File: config.mk
export PLATFORM = sky130hd
export DESIGN_NAME = sfe_cmd_core
export DESIGN_NICKNAME = d
export VERILOG_FILES = /design/src/rtl/sfe_pkg.sv /design/src/rtl/sfe_cmd_core.sv /design/src/rtl/sfe_pin_sync.sv
export SDC_FILE = /design/constraint.sdc
export NUM_CORES = 1
export LEC_CHECK = 0
export ABC_CLOCK_PERIOD_IN_PS = 3300
export BUFFER_PORTS_ARGS = -buffer_cell sky130_fd_sc_hd__buf_2
export CORE_MARGIN = 4
export CORE_UTILIZATION = 51
export DETAILED_ROUTE_END_ITERATION = 8
export GPL_TIMING_DRIVEN = 0
export PLACE_DENSITY = 0.76
export SETUP_SLACK_MARGIN = 0.3
export SYNTH_ARGS = -nofsm -noshare
export SYNTH_HDL_FRONTEND = slang
export SYNTH_HIERARCHICAL = 1
export SYNTH_SLANG_ARGS = --single-unit
File: constraint.sdc
create_clock -name clk_in -period 3.3 [get_ports clk_in]
set_input_delay 0.165 -clock clk_in [delete_from_list [all_inputs] [get_ports clk_in]]
set_output_delay 0.165 -clock clk_in [all_outputs]
set_load 0.05 [all_outputs]
File: src/rtl/sfe_pkg.sv
package sfe_pkg;
  // Fixed opcodes of the command set
  localparam logic [7:0] OPC_BLK32       = 8'h52;
  localparam logic [7:0] OPC_BLK64       = 8'hD8;
  localparam logic [7:0] OPC_CHIP_A      = 8'h60;
  localparam logic [7:0] OPC_CHIP_B      = 8'hC7;
  localparam logic [7:0] OPC_LATCH_CLEAR = 8'h04;
  localparam logic [7:0] OPC_STATUS_RD   = 8'h05;
  localparam logic [7:0] OPC_LEG_ID_A    = 8'h90;
  localparam logic [7:0] OPC_LEG_ID_B    = 8'hAB;
  localparam logic [7:0] OPC_JEDEC_ID    = 8'h9F;
  // Defaults for opcodes that are module parameters
  localparam logic [7:0] DEF_OPC_LATCH_SET = 8'h16;
  localparam logic [7:0] DEF_OPC_SR_ARM    = 8'h17;
  localparam logic [7:0] DEF_OPC_SR_WRITE  = 8'h18;
  // Identity codes, values arbitrary
  localparam logic [7:0] DEF_MAKER_ID = 8'h5A;
  localparam logic [7:0] DEF_PART_ID  = 8'h3D;
  localparam logic [7:0] DEF_TYPE_ID  = 8'h3C;
  localparam logic [7:0] DEF_CAP_ID   = 8'h2E;
  // Status byte layout
  localparam int SR_BP_LO = 2;
  localparam int SR_BPL   = 7;
  localparam int BP_W     = 4;
  // Command lengths in serial bits
  localparam logic [5:0] BITS_SHORT = 6'h08;
  localparam logic [5:0] BITS_DATA  = 6'h10;
  localparam logic [5:0] BITS_ADDR  = 6'h20;
  localparam logic [5:0] BITS_OPC_LAST  = 6'h07;
  localparam logic [5:0] BITS_ADDR_LAST = 6'h1F;
  // Array geometry and protection
  localparam int BLK64_LSB = 16;
  localparam int BLK_IDX_W = 6;
  localparam logic [6:0]  NUM_BLK64    = 7'h40;
  localparam logic [3:0]  PROT_ALL_LVL = 4'h7;
  localparam logic [23:0] BLK32_MASK   = 24'hFF8000;
  localparam logic [23:0] BLK64_MASK   = 24'hFF0000;
  // Erase timing
  localparam int CLK_KHZ = 50000;
  localparam int T_BE_MS = 25;
  localparam int T_CE_MS = 50;
  localparam int BLK_ERASE_CYC  = T_BE_MS * CLK_KHZ;
  localparam int CHIP_ERASE_CYC = T_CE_MS * CLK_KHZ;
  localparam int BUSY_CNT_W     = 24;
  // Register map
  localparam int AXI_AW = 8;
  localparam logic [7:0] REG_CTRL   = 8'h00;
  localparam logic [7:0] REG_STATUS = 8'h04;
  localparam logic [7:0] REG_ERASES = 8'h08;
  localparam logic [1:0] RESP_OKAY   = 2'h0;
  localparam logic [1:0] RESP_SLVERR = 2'h2;
  // Pin idle levels: sck, cs_n, si, wp_n
  localparam logic [3:0] SPI_PINS_IDLE = 4'h5;

  typedef enum logic [1:0] {ERASE_BLK32, ERASE_BLK64, ERASE_CHIP} sfe_erase_e;
  typedef enum logic [2:0] {PH_IDLE, PH_IN, PH_STATUS, PH_LEGACY,
                            PH_JEDEC} sfe_phase_e;

  typedef struct packed {
    logic sck;
    logic cs_n;
    logic si;
    logic wp_n;
  } sfe_spi_pins_s;

  typedef struct packed {
    logic        start;
    sfe_erase_e  kind;
    logic [23:0] addr;
  } sfe_erase_s;

  typedef struct packed {
    logic              awvalid;
    logic [AXI_AW-1:0] awaddr;
    logic              wvalid;
    logic [31:0]       wdata;
    logic [3:0]        wstrb;
    logic              bready;
    logic              arvalid;
    logic [AXI_AW-1:0] araddr;
    logic              rready;
  } sfe_axi_req_s;

  typedef struct packed {
    logic        awready;
    logic        wready;
    logic        bvalid;
    logic [1:0]  bresp;
    logic        arready;
    logic        rvalid;
    logic [31:0] rdata;
    logic [1:0]  rresp;
  } sfe_axi_rsp_s;
endpackage

File: src/rtl/sfe_cmd_core.sv
// The AXI4-Lite register port and the address map were decided locally.
`timescale 1ns/1ps
module sfe_cmd_core #(
  parameter logic [7:0] LATCH_SET_OPC  = sfe_pkg::DEF_OPC_LATCH_SET,
  parameter logic [7:0] SR_ARM_OPC     = sfe_pkg::DEF_OPC_SR_ARM,
  parameter logic [7:0] SR_WRITE_OPC   = sfe_pkg::DEF_OPC_SR_WRITE,
  parameter logic [7:0] MAKER_ID       = sfe_pkg::DEF_MAKER_ID,
  parameter logic [7:0] PART_ID        = sfe_pkg::DEF_PART_ID,
  parameter logic [7:0] TYPE_ID        = sfe_pkg::DEF_TYPE_ID,
  parameter logic [7:0] CAP_ID         = sfe_pkg::DEF_CAP_ID,
  parameter int         BLK_ERASE_CYC  = sfe_pkg::BLK_ERASE_CYC,
  parameter int         CHIP_ERASE_CYC = sfe_pkg::CHIP_ERASE_CYC
) (
  input  wire logic                  clk_in,
  input  wire logic                  reset_in,
  input  wire sfe_pkg::sfe_spi_pins_s spi_in,
  input  wire sfe_pkg::sfe_axi_req_s  axi_in,
  output sfe_pkg::sfe_axi_rsp_s       axi_out,
  output logic                       so_out,
  output logic                       so_oe_out,
  output sfe_pkg::sfe_erase_s         erase_out,
  output logic                       busy_out
);
  import sfe_pkg::*;

  // Whole state of the block
  typedef struct packed {
    logic                  sck_q;     // Previous synced clock
    logic                  sel_q;     // Previous synced select
    sfe_phase_e            phase;     // Frame phase
    logic [7:0]            opcode;    // Latched opcode
    logic [31:0]           in_sr;     // Serial input shifter
    logic [5:0]            nbits;     // Bits seen, saturating
    logic [7:0]            out_sr;    // Serial output shifter
    logic [2:0]            out_cnt;   // Bit within output byte
    logic [1:0]            out_idx;   // Identity byte pointer
    logic                  so;        // Data out level
    logic                  so_oe;     // Data out drive
    logic                  wel;       // Write latch
    logic                  auto_increment_program_mode;       // Auto-increment mode
    logic [BP_W-1:0]       bp;        // Protect level bits
    logic                  protect_lock_bit;       // Protect lock bit
    logic                  arm;       // Status write armed
    logic                  busy;      // Internal operation
    logic [BUSY_CNT_W-1:0] busy_cnt;  // Cycles left busy
    sfe_erase_s            erase;     // Erase request out
    logic                  link_dis;  // Software link disable
    logic [15:0]           tally;     // Erases started
    logic                  aw_held;   // Write address taken
    logic [AXI_AW-1:0]     aw_addr;
    logic                  w_held;    // Write data taken
    logic [31:0]           w_data;
    logic [3:0]            w_strb;
    sfe_axi_rsp_s          rsp;       // Bus answer
  } sfe_core_s;

  sfe_core_s     st_reg;   // Registered state
  sfe_core_s     st_next;  // Next state
  sfe_spi_pins_s pins;     // Synced pin levels
  logic          sck_rise; // Pin edges in the clk_in domain
  logic          sck_fall;
  logic          cs_rise;
  logic          cs_fall;
  logic          exec_go;  // Frame of a command ends

  // Status byte as seen on the link and the bus
  function automatic logic [7:0] status_byte(input sfe_core_s s);
    return {s.protect_lock_bit, s.auto_increment_program_mode, s.bp, s.wel, s.busy};
  endfunction

  // Word address match for the register map
  function automatic logic reg_hit(input logic [AXI_AW-1:0] a,
                                   input logic [7:0] off);
    return a[AXI_AW-1:2] == off[AXI_AW-1:2];
  endfunction

  // Protected 64 KByte blocks grow down from the top of the array
  function automatic logic blk_protected(input logic [BP_W-1:0] lvl,
                                         input logic [BLK_IDX_W-1:0] idx);
    logic [BLK_IDX_W:0] first;
    first = NUM_BLK64 - (7'h01 << (lvl - 4'h1));
    if (lvl == '0) begin
      return 1'b0;
    end else if (lvl >= PROT_ALL_LVL) begin
      return 1'b1;
    end else begin
      return {1'b0, idx} >= first;
    end
  endfunction

  // Pins come from the host's domain, two flops first
  sfe_pin_sync #(
    .W       (4),
    .RST_VAL (SPI_PINS_IDLE)
  ) u_sync (
    .clk_in   (clk_in),
    .reset_in (reset_in),
    .raw_in   (spi_in),
    .sync_out (pins)
  );

  // Edges from synced level against its own delayed copy
  assign sck_rise = pins.sck & ~st_reg.sck_q;
  assign sck_fall = ~pins.sck & st_reg.sck_q;
  assign cs_rise  = pins.cs_n & st_reg.sel_q;
  assign cs_fall  = ~pins.cs_n & ~st_reg.sel_q;
  assign exec_go  = cs_rise && st_reg.phase == PH_IN;

  // Next-state logic: link, command execution, busy timer, bus
  always_comb begin
    st_next             = st_reg;
    st_next.sck_q       = pins.sck;
    st_next.sel_q       = ~pins.cs_n;
    st_next.erase.start = 1'b0;

    // Busy countdown; counts the full parameter length
    if (st_reg.busy_cnt > 24'h000001) begin
      st_next.busy_cnt = st_reg.busy_cnt - 24'h000001;
    end else if (st_reg.busy) begin
      st_next.busy_cnt = '0;
      st_next.busy     = 1'b0;
    end

    // Frame start; ignored while software holds the link off
    if (cs_fall && !st_reg.link_dis) begin
      st_next.phase = PH_IN;
      st_next.nbits = '0;
    end else if (cs_rise && st_reg.phase != PH_IDLE) begin
      // Any frame end stops output and spends the arming
      st_next.phase = PH_IDLE;
      st_next.so_oe = 1'b0;
      st_next.arm   = 1'b0;
      if (exec_go) begin
        // Executed only now, never mid-frame
        if (st_reg.opcode == LATCH_SET_OPC && st_reg.nbits == BITS_SHORT
            && !st_reg.busy) begin
          st_next.wel = 1'b1;
        end else if (st_reg.opcode == OPC_LATCH_CLEAR
                     && st_reg.nbits == BITS_SHORT) begin
          // Busy timer left running on purpose
          st_next.wel = 1'b0;
          st_next.auto_increment_program_mode = 1'b0;
        end else if (st_reg.opcode == SR_ARM_OPC
                     && st_reg.nbits == BITS_SHORT && !st_reg.busy) begin
          st_next.arm = 1'b1;
        end else if (st_reg.opcode == SR_WRITE_OPC
                     && st_reg.nbits == BITS_DATA && !st_reg.busy
                     && (st_reg.arm || st_reg.wel)) begin
          st_next.wel = 1'b0;
          // Pin and lock sampled at this select edge
          if (pins.wp_n || !st_reg.protect_lock_bit) begin
            st_next.bp  = st_reg.in_sr[SR_BP_LO +: BP_W];
            st_next.protect_lock_bit = st_reg.in_sr[SR_BPL];
          end
        end else if ((st_reg.opcode == OPC_BLK32
                      || st_reg.opcode == OPC_BLK64)
                     && st_reg.nbits == BITS_ADDR && !st_reg.busy
                     && st_reg.wel) begin
          st_next.wel = 1'b0;
          if (!blk_protected(st_reg.bp,
                             st_reg.in_sr[BLK64_LSB +: BLK_IDX_W])) begin
            st_next.erase.start = 1'b1;
            st_next.busy        = 1'b1;
            st_next.busy_cnt    = BUSY_CNT_W'(BLK_ERASE_CYC);
            st_next.tally       = st_reg.tally + 16'h0001;
            if (st_reg.opcode == OPC_BLK32) begin
              st_next.erase.kind = ERASE_BLK32;
              st_next.erase.addr = st_reg.in_sr[23:0] & BLK32_MASK;
            end else begin
              st_next.erase.kind = ERASE_BLK64;
              st_next.erase.addr = st_reg.in_sr[23:0] & BLK64_MASK;
            end
          end
        end else if ((st_reg.opcode == OPC_CHIP_A
                      || st_reg.opcode == OPC_CHIP_B)
                     && st_reg.nbits == BITS_SHORT && !st_reg.busy
                     && st_reg.wel) begin
          st_next.wel = 1'b0;
          if (st_reg.bp == '0) begin
            st_next.erase.start = 1'b1;
            st_next.erase.kind  = ERASE_CHIP;
            st_next.erase.addr  = '0;
            st_next.busy        = 1'b1;
            st_next.busy_cnt    = BUSY_CNT_W'(CHIP_ERASE_CYC);
            st_next.tally       = st_reg.tally + 16'h0001;
          end
        end
      end
    end else if (st_reg.phase != PH_IDLE && sck_rise) begin
      // Input sampled on the serial clock's rising edge
      st_next.in_sr = {st_reg.in_sr[30:0], pins.si};
      if (st_reg.nbits != 6'h3F) begin
        st_next.nbits = st_reg.nbits + 6'h01;
      end
      if (st_reg.phase == PH_IN && st_reg.nbits == BITS_OPC_LAST) begin
        st_next.opcode  = {st_reg.in_sr[6:0], pins.si};
        st_next.out_cnt = '0;
        if (st_next.opcode == OPC_STATUS_RD) begin
          // Answered in every state, busy included
          st_next.phase  = PH_STATUS;
          st_next.out_sr = status_byte(st_reg);
        end else if (st_next.opcode == OPC_JEDEC_ID) begin
          st_next.phase   = PH_JEDEC;
          st_next.out_sr  = MAKER_ID;
          st_next.out_idx = 2'h1;
        end
      end else if (st_reg.phase == PH_IN
                   && st_reg.nbits == BITS_ADDR_LAST
                   && (st_reg.opcode == OPC_LEG_ID_A
                       || st_reg.opcode == OPC_LEG_ID_B)) begin
        // Address bit 0 picks the first byte
        st_next.phase      = PH_LEGACY;
        st_next.out_sr     = pins.si ? PART_ID : MAKER_ID;
        st_next.out_idx[0] = ~pins.si;
        st_next.out_cnt    = '0;
      end
    end else if (sck_fall && (st_reg.phase == PH_STATUS
                              || st_reg.phase == PH_LEGACY
                              || st_reg.phase == PH_JEDEC)) begin
      // Output changes on the falling edge, most significant first
      st_next.so      = st_reg.out_sr[7];
      st_next.so_oe   = 1'b1;
      st_next.out_sr  = {st_reg.out_sr[6:0], 1'b0};
      st_next.out_cnt = st_reg.out_cnt + 3'h1;
      if (st_reg.out_cnt == 3'h7) begin
        case (st_reg.phase)
          PH_STATUS: begin
            st_next.out_sr = status_byte(st_reg);
          end
          PH_LEGACY: begin
            st_next.out_sr     = st_reg.out_idx[0] ? PART_ID : MAKER_ID;
            st_next.out_idx[0] = ~st_reg.out_idx[0];
          end
          default: begin
            // Past the third byte the line reads zero
            case (st_reg.out_idx)
              2'h1:    st_next.out_sr = TYPE_ID;
              2'h2:    st_next.out_sr = CAP_ID;
              default: st_next.out_sr = '0;
            endcase
            if (st_reg.out_idx != 2'h3) begin
              st_next.out_idx = st_reg.out_idx + 2'h1;
            end
          end
        endcase
      end
    end

    // Bus write: address and data taken in either order
    if (st_reg.aw_held && st_reg.w_held && !st_reg.rsp.bvalid) begin
      st_next.aw_held    = 1'b0;
      st_next.w_held     = 1'b0;
      st_next.rsp.bvalid = 1'b1;
      st_next.rsp.bresp  = RESP_OKAY;
      if (reg_hit(st_reg.aw_addr, REG_CTRL)) begin
        if (st_reg.w_strb[0]) begin
          st_next.link_dis = st_reg.w_data[0];
        end
      end else if (!reg_hit(st_reg.aw_addr, REG_STATUS)
                   && !reg_hit(st_reg.aw_addr, REG_ERASES)) begin
        st_next.rsp.bresp = RESP_SLVERR;  // Unmapped
      end
    end else if (st_reg.rsp.bvalid && axi_in.bready) begin
      st_next.rsp.bvalid = 1'b0;
    end
    if (axi_in.awvalid && st_reg.rsp.awready) begin
      st_next.aw_held = 1'b1;
      st_next.aw_addr = axi_in.awaddr;
    end
    if (axi_in.wvalid && st_reg.rsp.wready) begin
      st_next.w_held = 1'b1;
      st_next.w_data = axi_in.wdata;
      st_next.w_strb = axi_in.wstrb;
    end
    // One write at a time keeps the ready logic trivial
    st_next.rsp.awready = ~st_next.aw_held & ~st_next.rsp.bvalid;
    st_next.rsp.wready  = ~st_next.w_held & ~st_next.rsp.bvalid;

    // Bus read: answer one cycle after the address is taken
    if (st_reg.rsp.rvalid && axi_in.rready) begin
      st_next.rsp.rvalid = 1'b0;
    end else if (axi_in.arvalid && st_reg.rsp.arready) begin
      st_next.rsp.rvalid = 1'b1;
      st_next.rsp.rresp  = RESP_OKAY;
      if (reg_hit(axi_in.araddr, REG_CTRL)) begin
        st_next.rsp.rdata = {31'h0, st_reg.link_dis};
      end else if (reg_hit(axi_in.araddr, REG_STATUS)) begin
        st_next.rsp.rdata = {23'h0, pins.wp_n, status_byte(st_reg)};
      end else if (reg_hit(axi_in.araddr, REG_ERASES)) begin
        st_next.rsp.rdata = {16'h0, st_reg.tally};
      end else begin
        st_next.rsp.rdata = '0;
        st_next.rsp.rresp = RESP_SLVERR;
      end
    end
    st_next.rsp.arready = ~st_next.rsp.rvalid;
  end

  // All-zero reset is the idle state by construction
  always_ff @(posedge clk_in) begin
    if (reset_in) begin
      st_reg <= '0;
    end else begin
      st_reg <= st_next;
    end
  end

  assign axi_out   = st_reg.rsp;
  assign so_out    = st_reg.so;
  assign so_oe_out = st_reg.so_oe;
  assign erase_out = st_reg.erase;
  assign busy_out  = st_reg.busy;
endmodule

File: src/rtl/sfe_pin_sync.sv
`timescale 1ns/1ps
module sfe_pin_sync #(
  parameter int            W       = 4,
  parameter logic [W-1:0]  RST_VAL = '0
) (
  input  wire logic         clk_in,
  input  wire logic         reset_in,
  input  wire logic [W-1:0] raw_in,
  output logic      [W-1:0] sync_out
);
  // Two stages per pin; only the second is read outside
  typedef struct packed {
    logic [W-1:0] meta;
    logic [W-1:0] sync;
  } sfe_sync_s;

  sfe_sync_s st_reg;   // Current stages
  sfe_sync_s st_next;  // Next stages

  // Shift one stage per clock
  always_comb begin
    st_next.meta = raw_in;
    st_next.sync = st_reg.meta;
  end

  // Reset to idle pin levels so no false edge appears
  always_ff @(posedge clk_in) begin
    if (reset_in) begin
      st_reg <= {RST_VAL, RST_VAL};
    end else begin
      st_reg <= st_next;
    end
  end

  assign sync_out = st_reg.sync;
endmodule

==> out/qor_table.md, run 1 <==
| Item | This run | Unit |
| --- | --- | --- |
| Fraction of power consumed by the clock network | 38.6 | % |
| Net Sw Power | 0.00162 | W |
| Number of port buffers | 62 | - |
| Worst slew margin | 47.4 | % |
| Clock skew | 10.2 | ps |
| Placed cell area | 8540 | µm² |
| Highest-count cells in the layout ignoring fill and taps | sky130_fd_sc_hd__dfxtp_1, sky130_fd_sc_hd__nand2_1, sky130_fd_sc_hd__nor2_1 | - |
| First-pass GRT wire length | 31,300 | µm |
| Run status | finished, final reports clean | - |
| Worst EP required | 3660 | ps |
| Number of enable-type register cells in the synthesized netlist | 0 | - |
| Buffers from clock root to sink, at most | 2 | - |
| Number of antenna violations at the first check in global routing | 0 | - |
| Latest clock arrival within the worst-skew pair | 440 | ps |
| Share of the synthesized netlist area taken by xor and xnor gates | 3.13 | % |
| Total standard cell area after synthesis | 7850 | µm² |
| Post-synthesis area per instance | 8.31 | µm² |
| Vias in the first global route | 6,366 | - |
| Die outline area | 17,400 | µm² |
| Non-Filler Instances | 1,289 | - |
| Adder-cell share of the synthesized area | 2.71 | % |
| CTS root buffer | sky130_fd_sc_hd__clkbuf_16 | - |
| Part of the Yosys area used for sequential elements | 40.8 | % |
| Width of the die | 132 | µm |
| Worst reg-to-reg setup slack | 80 | ps |
| Post-route design area | 9730 | µm² |
| Power density relative to cell area | 554 | nW/µm² |
| Endpoint, Worst Hold | axi_out[35] | - |
| Area used by sequential logic in the layout | 3210 | µm² |
| Number of fill cells | 1,250 | - |
| Average via count per standard cell | 5.56 | - |
| Fraction of final layout cells sized beyond drive strength 1 | 22.3 | % |
| Final layout net count | 1,168 | - |
| Largest net degree at the start of global routing | 17 | - |
| Final routed wire length divided by cell count | 15.5 | µm |
| Number of maximum-capacitance violations | 0 | - |
| Combinational power share | 21.2 | % |
| Number of endpoints with negative hold slack in the final report | 0 | - |
| Switching part of the total power | 30.0 | % |
| Routability congestion estimate from global placement | 0.918 | - |
| Worst-path maximum fanout | 10 | - |
| Count of clock tree sinks | 160 | - |
| Floorplan die height | 132 | µm |
| 1st-iter DRT viols | 665 | - |
| Highest achievable clock rate | 0.311 | GHz |
| DRC Markers | 0 | - |
| Pins over their slew limit | 0 | - |
| Setup WS post-layout | 84.7 | ps |
| Post-DRT Antenna Nets | 0 | - |
| Total number of placement rows | 45 | - |
| IO Count | 134 | - |
| Placed insts | 1,226 | - |
| Hpwl dp | 13,200 | µm |
| Core region area | 15,100 | µm² |
| Number of CTS-inserted buffers | 17 | - |
| Final critical-path required period | 3220 | ps |
| Global-route usage over all layers | 21.9 | % |
| Static leakage | 3.96 | nW |
| Max reg flops | 114 | - |
| Yosys synthesis warning count | 6 | - |
| Simple logic cell fraction of the synthesized area | 24.2 | % |
| Clock edge transition at the registers on the reported setup and hold paths | 60 | ps |
| Worst hold path type | input pin to flop | - |
| Clock H-tree levels | 4 | - |
| Total iterations of the first detailed-routing run | 5 | - |
| Initial core utilization | 51.8 | % |
| Vias after detailed routing | 7,170 | - |
| Reg-to-reg critical path startpoint | st_reg[159] | - |
| Most common library cell in the layout ignoring fill and taps | sky130_fd_sc_hd__dfxtp_1 | - |
| Most frequently used flop master after synthesis | sky130_fd_sc_hd__dfxtp_1 | - |
| Worst slew pin tran | 789 | ps |
| Final setup viols | 0 | - |
| Fraction of power consumed by sequential logic | 40.2 | % |
| Peak supply drop | 381 | µV |
| TritonCTS clock tree | yes | - |
| Count of distinct cell types in the synthesized netlist | 71 | - |
| Synth-to-Final Area Change | 24.0 | % |
| Worst Setup End Kind | flop | - |
| Worst setup path class | flop to flop | - |
| Hold Path Stages | 3 | - |
| Setup repair after global routing missed its margin | yes | - |
| Routed wire length | 20,000 | µm |
| Number of antenna cells inserted | 0 | - |
| Number of cells on the worst reg-to-reg path | 13 | - |
| Post-route fraction of the period consumed by the critical path | 97.4 | % |
| Synth Area in Compound Gates | 16.3 | % |
| Seq cells post-synth | 160 | - |
| Worst slack after detailed placement | -315 | ps |
| Portion of netlist area occupied by mux cells | 2.84 | % |
| Crit start category | flop | - |
| Largest family of logic cells by synthesized area | simple AND/OR/NAND/NOR gates | - |
| Synthesized netlist cell count | 944 | - |
| Remaining global-route overflow | 0 | - |
| Critical register-to-register path endpoint | st_reg[92] | - |
| Multi-input gate area | 4170 | µm² |
| Post-synthesis async set-or-reset flop share | 0 | % |
| Min-delay src | axi_in[0] | - |
| Internal power | 0.00378 | W |
| Arrival time at the worst endpoint | 3570 | ps |
-- worst max-delay path: stages (launching register included) --
cell and delay [ps]:
sky130_fd_sc_hd__dfxtp_2 370, sky130_fd_sc_hd__clkbuf_8 190, sky130_fd_sc_hd__nand3b_1 160, sky130_fd_sc_hd__ha_4 220, sky130_fd_sc_hd__a32o_1 220, sky130_fd_sc_hd__ha_1 270, sky130_fd_sc_hd__o21a_1 180, sky130_fd_sc_hd__o21a_1 190
sky130_fd_sc_hd__a311oi_4 400, sky130_fd_sc_hd__o21ai_2 160, sky130_fd_sc_hd__buf_4 170, sky130_fd_sc_hd__buf_6 120, sky130_fd_sc_hd__or3_1 320, sky130_fd_sc_hd__a21oi_1 160
-- cells by family after synthesis --
family          after synthesis
compound gates              202
xor+xnor                     28
fa+ha+maj                    17
buf+inv                     135
flops                       160
mux                          22
other cells                   1
simple gates                379
-- through the flow --
step	util (%)	hold slack (ps)	power, W	TNS [ps]
4_1_cts	62.3	2.85	0.00534	0
6_report	64.3	17.8	0.00540	0
2_1_floorplan	-	237	0.00306	0
5_1_grt	64.3	38.2	0.00562	0
3_3_place_gp	56.4	346	0.00322	-7610
3_5_place_dp	56.4	348	0.00325	-7980
-- area by class of cell --
class,instances,share of cell area [%]
inverters,21,0.810
clock inverters,11,1.59
repair buffers,93,6.51
clock buffers,21,4.83
multi-input cells,681,42.8
plain buffers,114,8.04
well taps,188,2.42
flip-flops and latches,160,33.0
-- cell usage after synthesis, types with 17 or more instances --
cell type                    n  area share [%]
sky130_fd_sc_hd__nor3_1     18             1.1
sky130_fd_sc_hd__a21oi_1    94             6.0
sky130_fd_sc_hd__nand2_1   101             4.8
sky130_fd_sc_hd__nand3_1    27             1.7
sky130_fd_sc_hd__mux2i_1    20             2.6
sky130_fd_sc_hd__inv_1      21             1.0
sky130_fd_sc_hd__nor2b_1    18             1.4
sky130_fd_sc_hd__a22oi_1    23             2.2
sky130_fd_sc_hd__ha_1       17             2.7
sky130_fd_sc_hd__o21ai_0    23             1.5
sky130_fd_sc_hd__dfxtp_1   160              41
sky130_fd_sc_hd__buf_4      69             6.6
sky130_fd_sc_hd__clkbuf_1   35             1.7
sky130_fd_sc_hd__nor2_1    105             5.0
-- power by group through the flow --
stage	Combinational, W	Clock, W	Sequential (W)
floorplan	0.000872	0	0.00219
global placement	0.00102	0	0.00220
finish	0.00114	0.00208	0.00217
CTS	0.00107	0.00210	0.00217
global route	0.00125	0.00218	0.00219
detailed placement	0.00105	0	0.00221
-- how the worst max path moves through the flow --
stage | slack (ps) | start | end
floorplan | 300 | st_reg[158] | st_reg[91]
global placement | -300 | st_reg[159] | erase_out[19]
detailed placement | -310 | st_reg[159] | erase_out[21]
CTS | 260 | st_reg[161] | erase_out[20]
global route | 20 | st_reg[161] | st_reg[92]
finish | 80 | st_reg[159] | st_reg[92]
-- repair_timing --
action,CTS,global route
hold endpoints to repair,12,0
pin swaps,11,33
resized for setup,18,57
hold buffers,13,0
buffers inserted,9,5
cloned,0,4
setup endpoints to repair,53,79
-- per-layer routing --
layer / share of wire, % / global-route usage (%) / wire [µm] / vias up
li1: - / - / - / 3503
met1: 44 / 28.5 / 8750 / 3340
met2: 46 / 35.2 / 9300 / 269
met3: 6.6 / 5.00 / 1320 / 58
met4: 3.4 / 8.98 / 673 / 0
met5: 0 / 0 / 0 / -
Note: power is estimated with default switching activity, not from simulation.
==> run 2: changes to the inputs <==
--- a/config.mk
+++ b/config.mk
@@ -5,8 +5,9 @@
 export SDC_FILE = /design/constraint.sdc
 export NUM_CORES = 1
 export LEC_CHECK = 0
-export ABC_CLOCK_PERIOD_IN_PS = 3300
+export ABC_CLOCK_PERIOD_IN_PS = 2700
 export BUFFER_PORTS_ARGS = -buffer_cell sky130_fd_sc_hd__buf_2
+export CORE_ASPECT_RATIO = 1.4
 export CORE_MARGIN = 4
 export CORE_UTILIZATION = 51
 export DETAILED_ROUTE_END_ITERATION = 8
==> constraint.sdc (replaced) <==
create_clock -name clk_in -period 2.7 [get_ports clk_in]
set_input_delay 0.135 -clock clk_in [delete_from_list [all_inputs] [get_ports clk_in]]
set_output_delay 0.135 -clock clk_in [all_outputs]
set_load 0.05 [all_outputs]
==> out/qor_table.md, run 2 (synthesis results as in run 1) <==
| Item | This run | Unit | Delta |
| --- | --- | --- | --- |
| Run status | finished, violations left | - |  |
| Violations in the final reports | setup timing | - |  |
| Peak supply drop | 514 | µV | +35% |
| Synth-to-Final Area Change | 30.7 | % |  |
| Static leakage | 4.15 | nW | +4.8% |
| Area used by sequential logic in the layout | 3220 | µm² | +0.31% |
| Vias after detailed routing | 7,396 | - | +3.2% |
| Vias in the first global route | 7,200 | - | +13% |
| Clock H-tree levels | 4 | - | unchanged |
| Number of maximum-capacitance violations | 0 | - | unchanged |
| Clock edge transition at the registers on the reported setup and hold paths | 70 | ps | about the same |
| Crit start category | flop | - |  |
| Highest-count cells in the layout ignoring fill and taps | sky130_fd_sc_hd__dfxtp_1, sky130_fd_sc_hd__nand2_1, sky130_fd_sc_hd__nor2_1 | - |  |
| Final critical-path required period | 3210 | ps | -0.968 ps |
| Placed cell area | 8560 | µm² | +0.26% |
| Power density relative to cell area | 656 | nW/µm² | +18% |
| Most common library cell in the layout ignoring fill and taps | sky130_fd_sc_hd__dfxtp_1 | - |  |
| Highest achievable clock rate | 0.311 | GHz | about the same |
| Highest-delay cell along the critical path | sky130_fd_sc_hd__dfxtp_4 | - |  |
| Reg-to-reg critical path startpoint | st_reg[160] | - |  |
| Capturing element of the worst setup path | erase_out[17] | - |  |
| Multi-input gate area | 4440 | µm² | +6.4% |
| Number of fill cells | 1,130 | - | -9.6% |
| Number of CTS-inserted buffers | 17 | - | unchanged |
| CTS root buffer | sky130_fd_sc_hd__clkbuf_16 | - |  |
| Post-Route Setup TNS | -21,030 | ps | -21,030 ps |
| 1st-iter DRT viols | 499 | - | -25% |
| Count of clock tree sinks | 160 | - | unchanged |
| Worst slack after detailed placement | -687 | ps | -372 ps |
| DRC Markers | 0 | - | unchanged |
| Total iterations of the first detailed-routing run | 7 | - | +2 |
| Placed insts | 1,230 | - | +0.33% |
| Routed wire length | 22,300 | µm | +11% |
| List of cells traversed by the critical path | buf_8, nand3b_1, ha_4, nor2_1, a32o_2, ha_4, o21a_1, o21a_1, a311oi_4, buf_6, o21ai_4, buf_8, buf_12, buf_16, a22oi_2, nor2_1 | - |  |
| Post-DRT Antenna Nets | 0 | - | unchanged |
| Final Core Density | 68.1 | % | +3.9 points |
| Final routed wire length divided by cell count | 17.0 | µm | +9.3% |
| Setup WS post-layout | -514 | ps | -599 ps |
| Worst EP required | 3010 | ps | -650 ps |
| Largest net degree at the start of global routing | 17 | - | unchanged |
| Worst slew pin tran | 850 | ps | +61.0 ps |
| Max reg flops | 114 | - | unchanged |
| Number of antenna violations at the first check in global routing | 0 | - | unchanged |
| Arrival time at the worst endpoint | 3520 | ps | -50 ps |
| Critical register-to-register path endpoint | erase_out[17] | - |  |
| Setup repair after global routing missed its margin | yes | - |  |
| Worst hold path type | input pin to flop | - |  |
| Final layout net count | 1,189 | - | +1.8% |
| Post-route design area | 10,300 | µm² | +5.4% |
| Fraction of final layout cells sized beyond drive strength 1 | 28.5 | % | +6.3 points |
| Worst-path maximum fanout | 7 | - | -3 |
| Routability congestion estimate from global placement | 0.932 | - | +1.6% |
| TritonCTS clock tree | yes | - |  |
| First-pass GRT wire length | 34,500 | µm | +10% |
| Latest clock arrival within the worst-skew pair | 440 | ps | about the same |
| Post-route fraction of the period consumed by the critical path | 119 | % | +22 points |
| Initial core utilization | 52.1 | % | +0.32 points |
| Global-route usage over all layers | 24.3 | % | +2.4 points |
| Average via count per standard cell | 5.63 | - | +1.2% |
| Number of antenna cells inserted | 0 | - | unchanged |
| Pins over their slew limit | 0 | - | unchanged |
| Worst Setup End Kind | flop | - |  |
| Floorplan die height | 155 | µm | +17% |
| Buffers from clock root to sink, at most | 2 | - | unchanged |
| Worst setup path class | flop to flop | - |  |
| Remaining global-route overflow | 0 | - | unchanged |
| Worst slew margin | 43.4 | % | -4.1 points |
| Clock skew | 10.1 | ps | -0.0923 ps |
| Hold Path Stages | 3 | - | unchanged |
| Worst stage delay on the critical path | 360 | ps | -40 ps |
| Source of the critical timing path | st_reg[160] | - |  |
| Number of cells on the worst reg-to-reg path | 16 | - | +3 |
| Worst reg-to-reg setup slack | -510 | ps | -600 ps |
| Final setup viols | 53 | - | +53 |
| Width of the die | 113 | µm | -15% |
| Total number of placement rows | 53 | - | +18% |
| Core region area | 15,100 | µm² | -0.61% |
| Number of port buffers | 62 | - | unchanged |
| Non-Filler Instances | 1,314 | - | +1.9% |
| Number of endpoints with negative hold slack in the final report | 0 | - | unchanged |
| Die outline area | 17,500 | µm² | +0.16% |
| Hpwl dp | 13,800 | µm | +4.6% |
| IO Count | 134 | - | unchanged |
==> run 2: routing by layer <==
layer | vias to the layer above | share of wire [%] | wire (µm) | GRT usage [%]
li1 | 3542 | - | - | -
met3 | 94 | 5.7 | 1280 | 4.34
met5 | - | 0 | 0 | 0
met1 | 3478 | 37 | 8350 | 26.3
met2 | 282 | 51 | 11500 | 44.0
met4 | 0 | 5.4 | 1200 | 14.0
==> run 2: where the power goes <==
group	switching, W	leakage (nW)	internal (W)
registers	0.000149	1.30	0.00252
logic	0.000953	2.56	0.000618
clock network	0.000998	0.288	0.00149
total	0.00210	4.15	0.00462
==> run 2: critical path: cells and delay by family (launching register included) <==
family                     cells  cell delay, ps
AOI/OAI and AO/OA              6            1020
adders and majority gates      2             460
buffers and inverters          5             750
DFF                            1             360
and+or+nand+nor                3             480
==> run 2: area by class of cell <==
cell class	count	area share (%)
flip-flops and latches	160	31.4
plain buffers	114	8.06
clock inverters	11	1.50
multi-input cells	681	43.3
repair buffers	114	8.30
clock buffers	21	4.39
well taps	192	2.34
inverters	21	0.769
==> run 2: per-stage QoR <==
step / power (W) / hold WS [ps]
final: 0.00672 / 24.1
after global routing: 0.00696 / 41.3
after CTS: 0.00652 / 8.61
after detailed placement: 0.00398 / 318
after global placement: 0.00395 / 318
after floorplan: 0.00374 / 207
==> run 2: what timing repair did <==
| action | in CTS | in global routing |
|---|---|---|
| pin swaps | 24 | 27 |
| endpoints found under the setup margin | 96 | 82 |
| endpoints found under the hold margin | 13 | 0 |
| cloned | 6 | 0 |
| gates resized for setup | 81 | 92 |
| buffers inserted | 20 | 11 |
| hold buffers | 15 | 0 |
==> run 2: how the worst min path moves through the flow <==
stage                     startpoint                 to  slack (ps)
after detailed placement   spi_in[2]  u_sync/st_next[2]         320
after CTS                 axi_in[56]         st_reg[83]           9
final                     axi_in[56]         st_reg[83]          20
after floorplan             reset_in  u_sync/st_next[1]         210
after global placement     spi_in[2]  u_sync/st_next[2]         320
after global routing      axi_in[56]         st_reg[83]          40
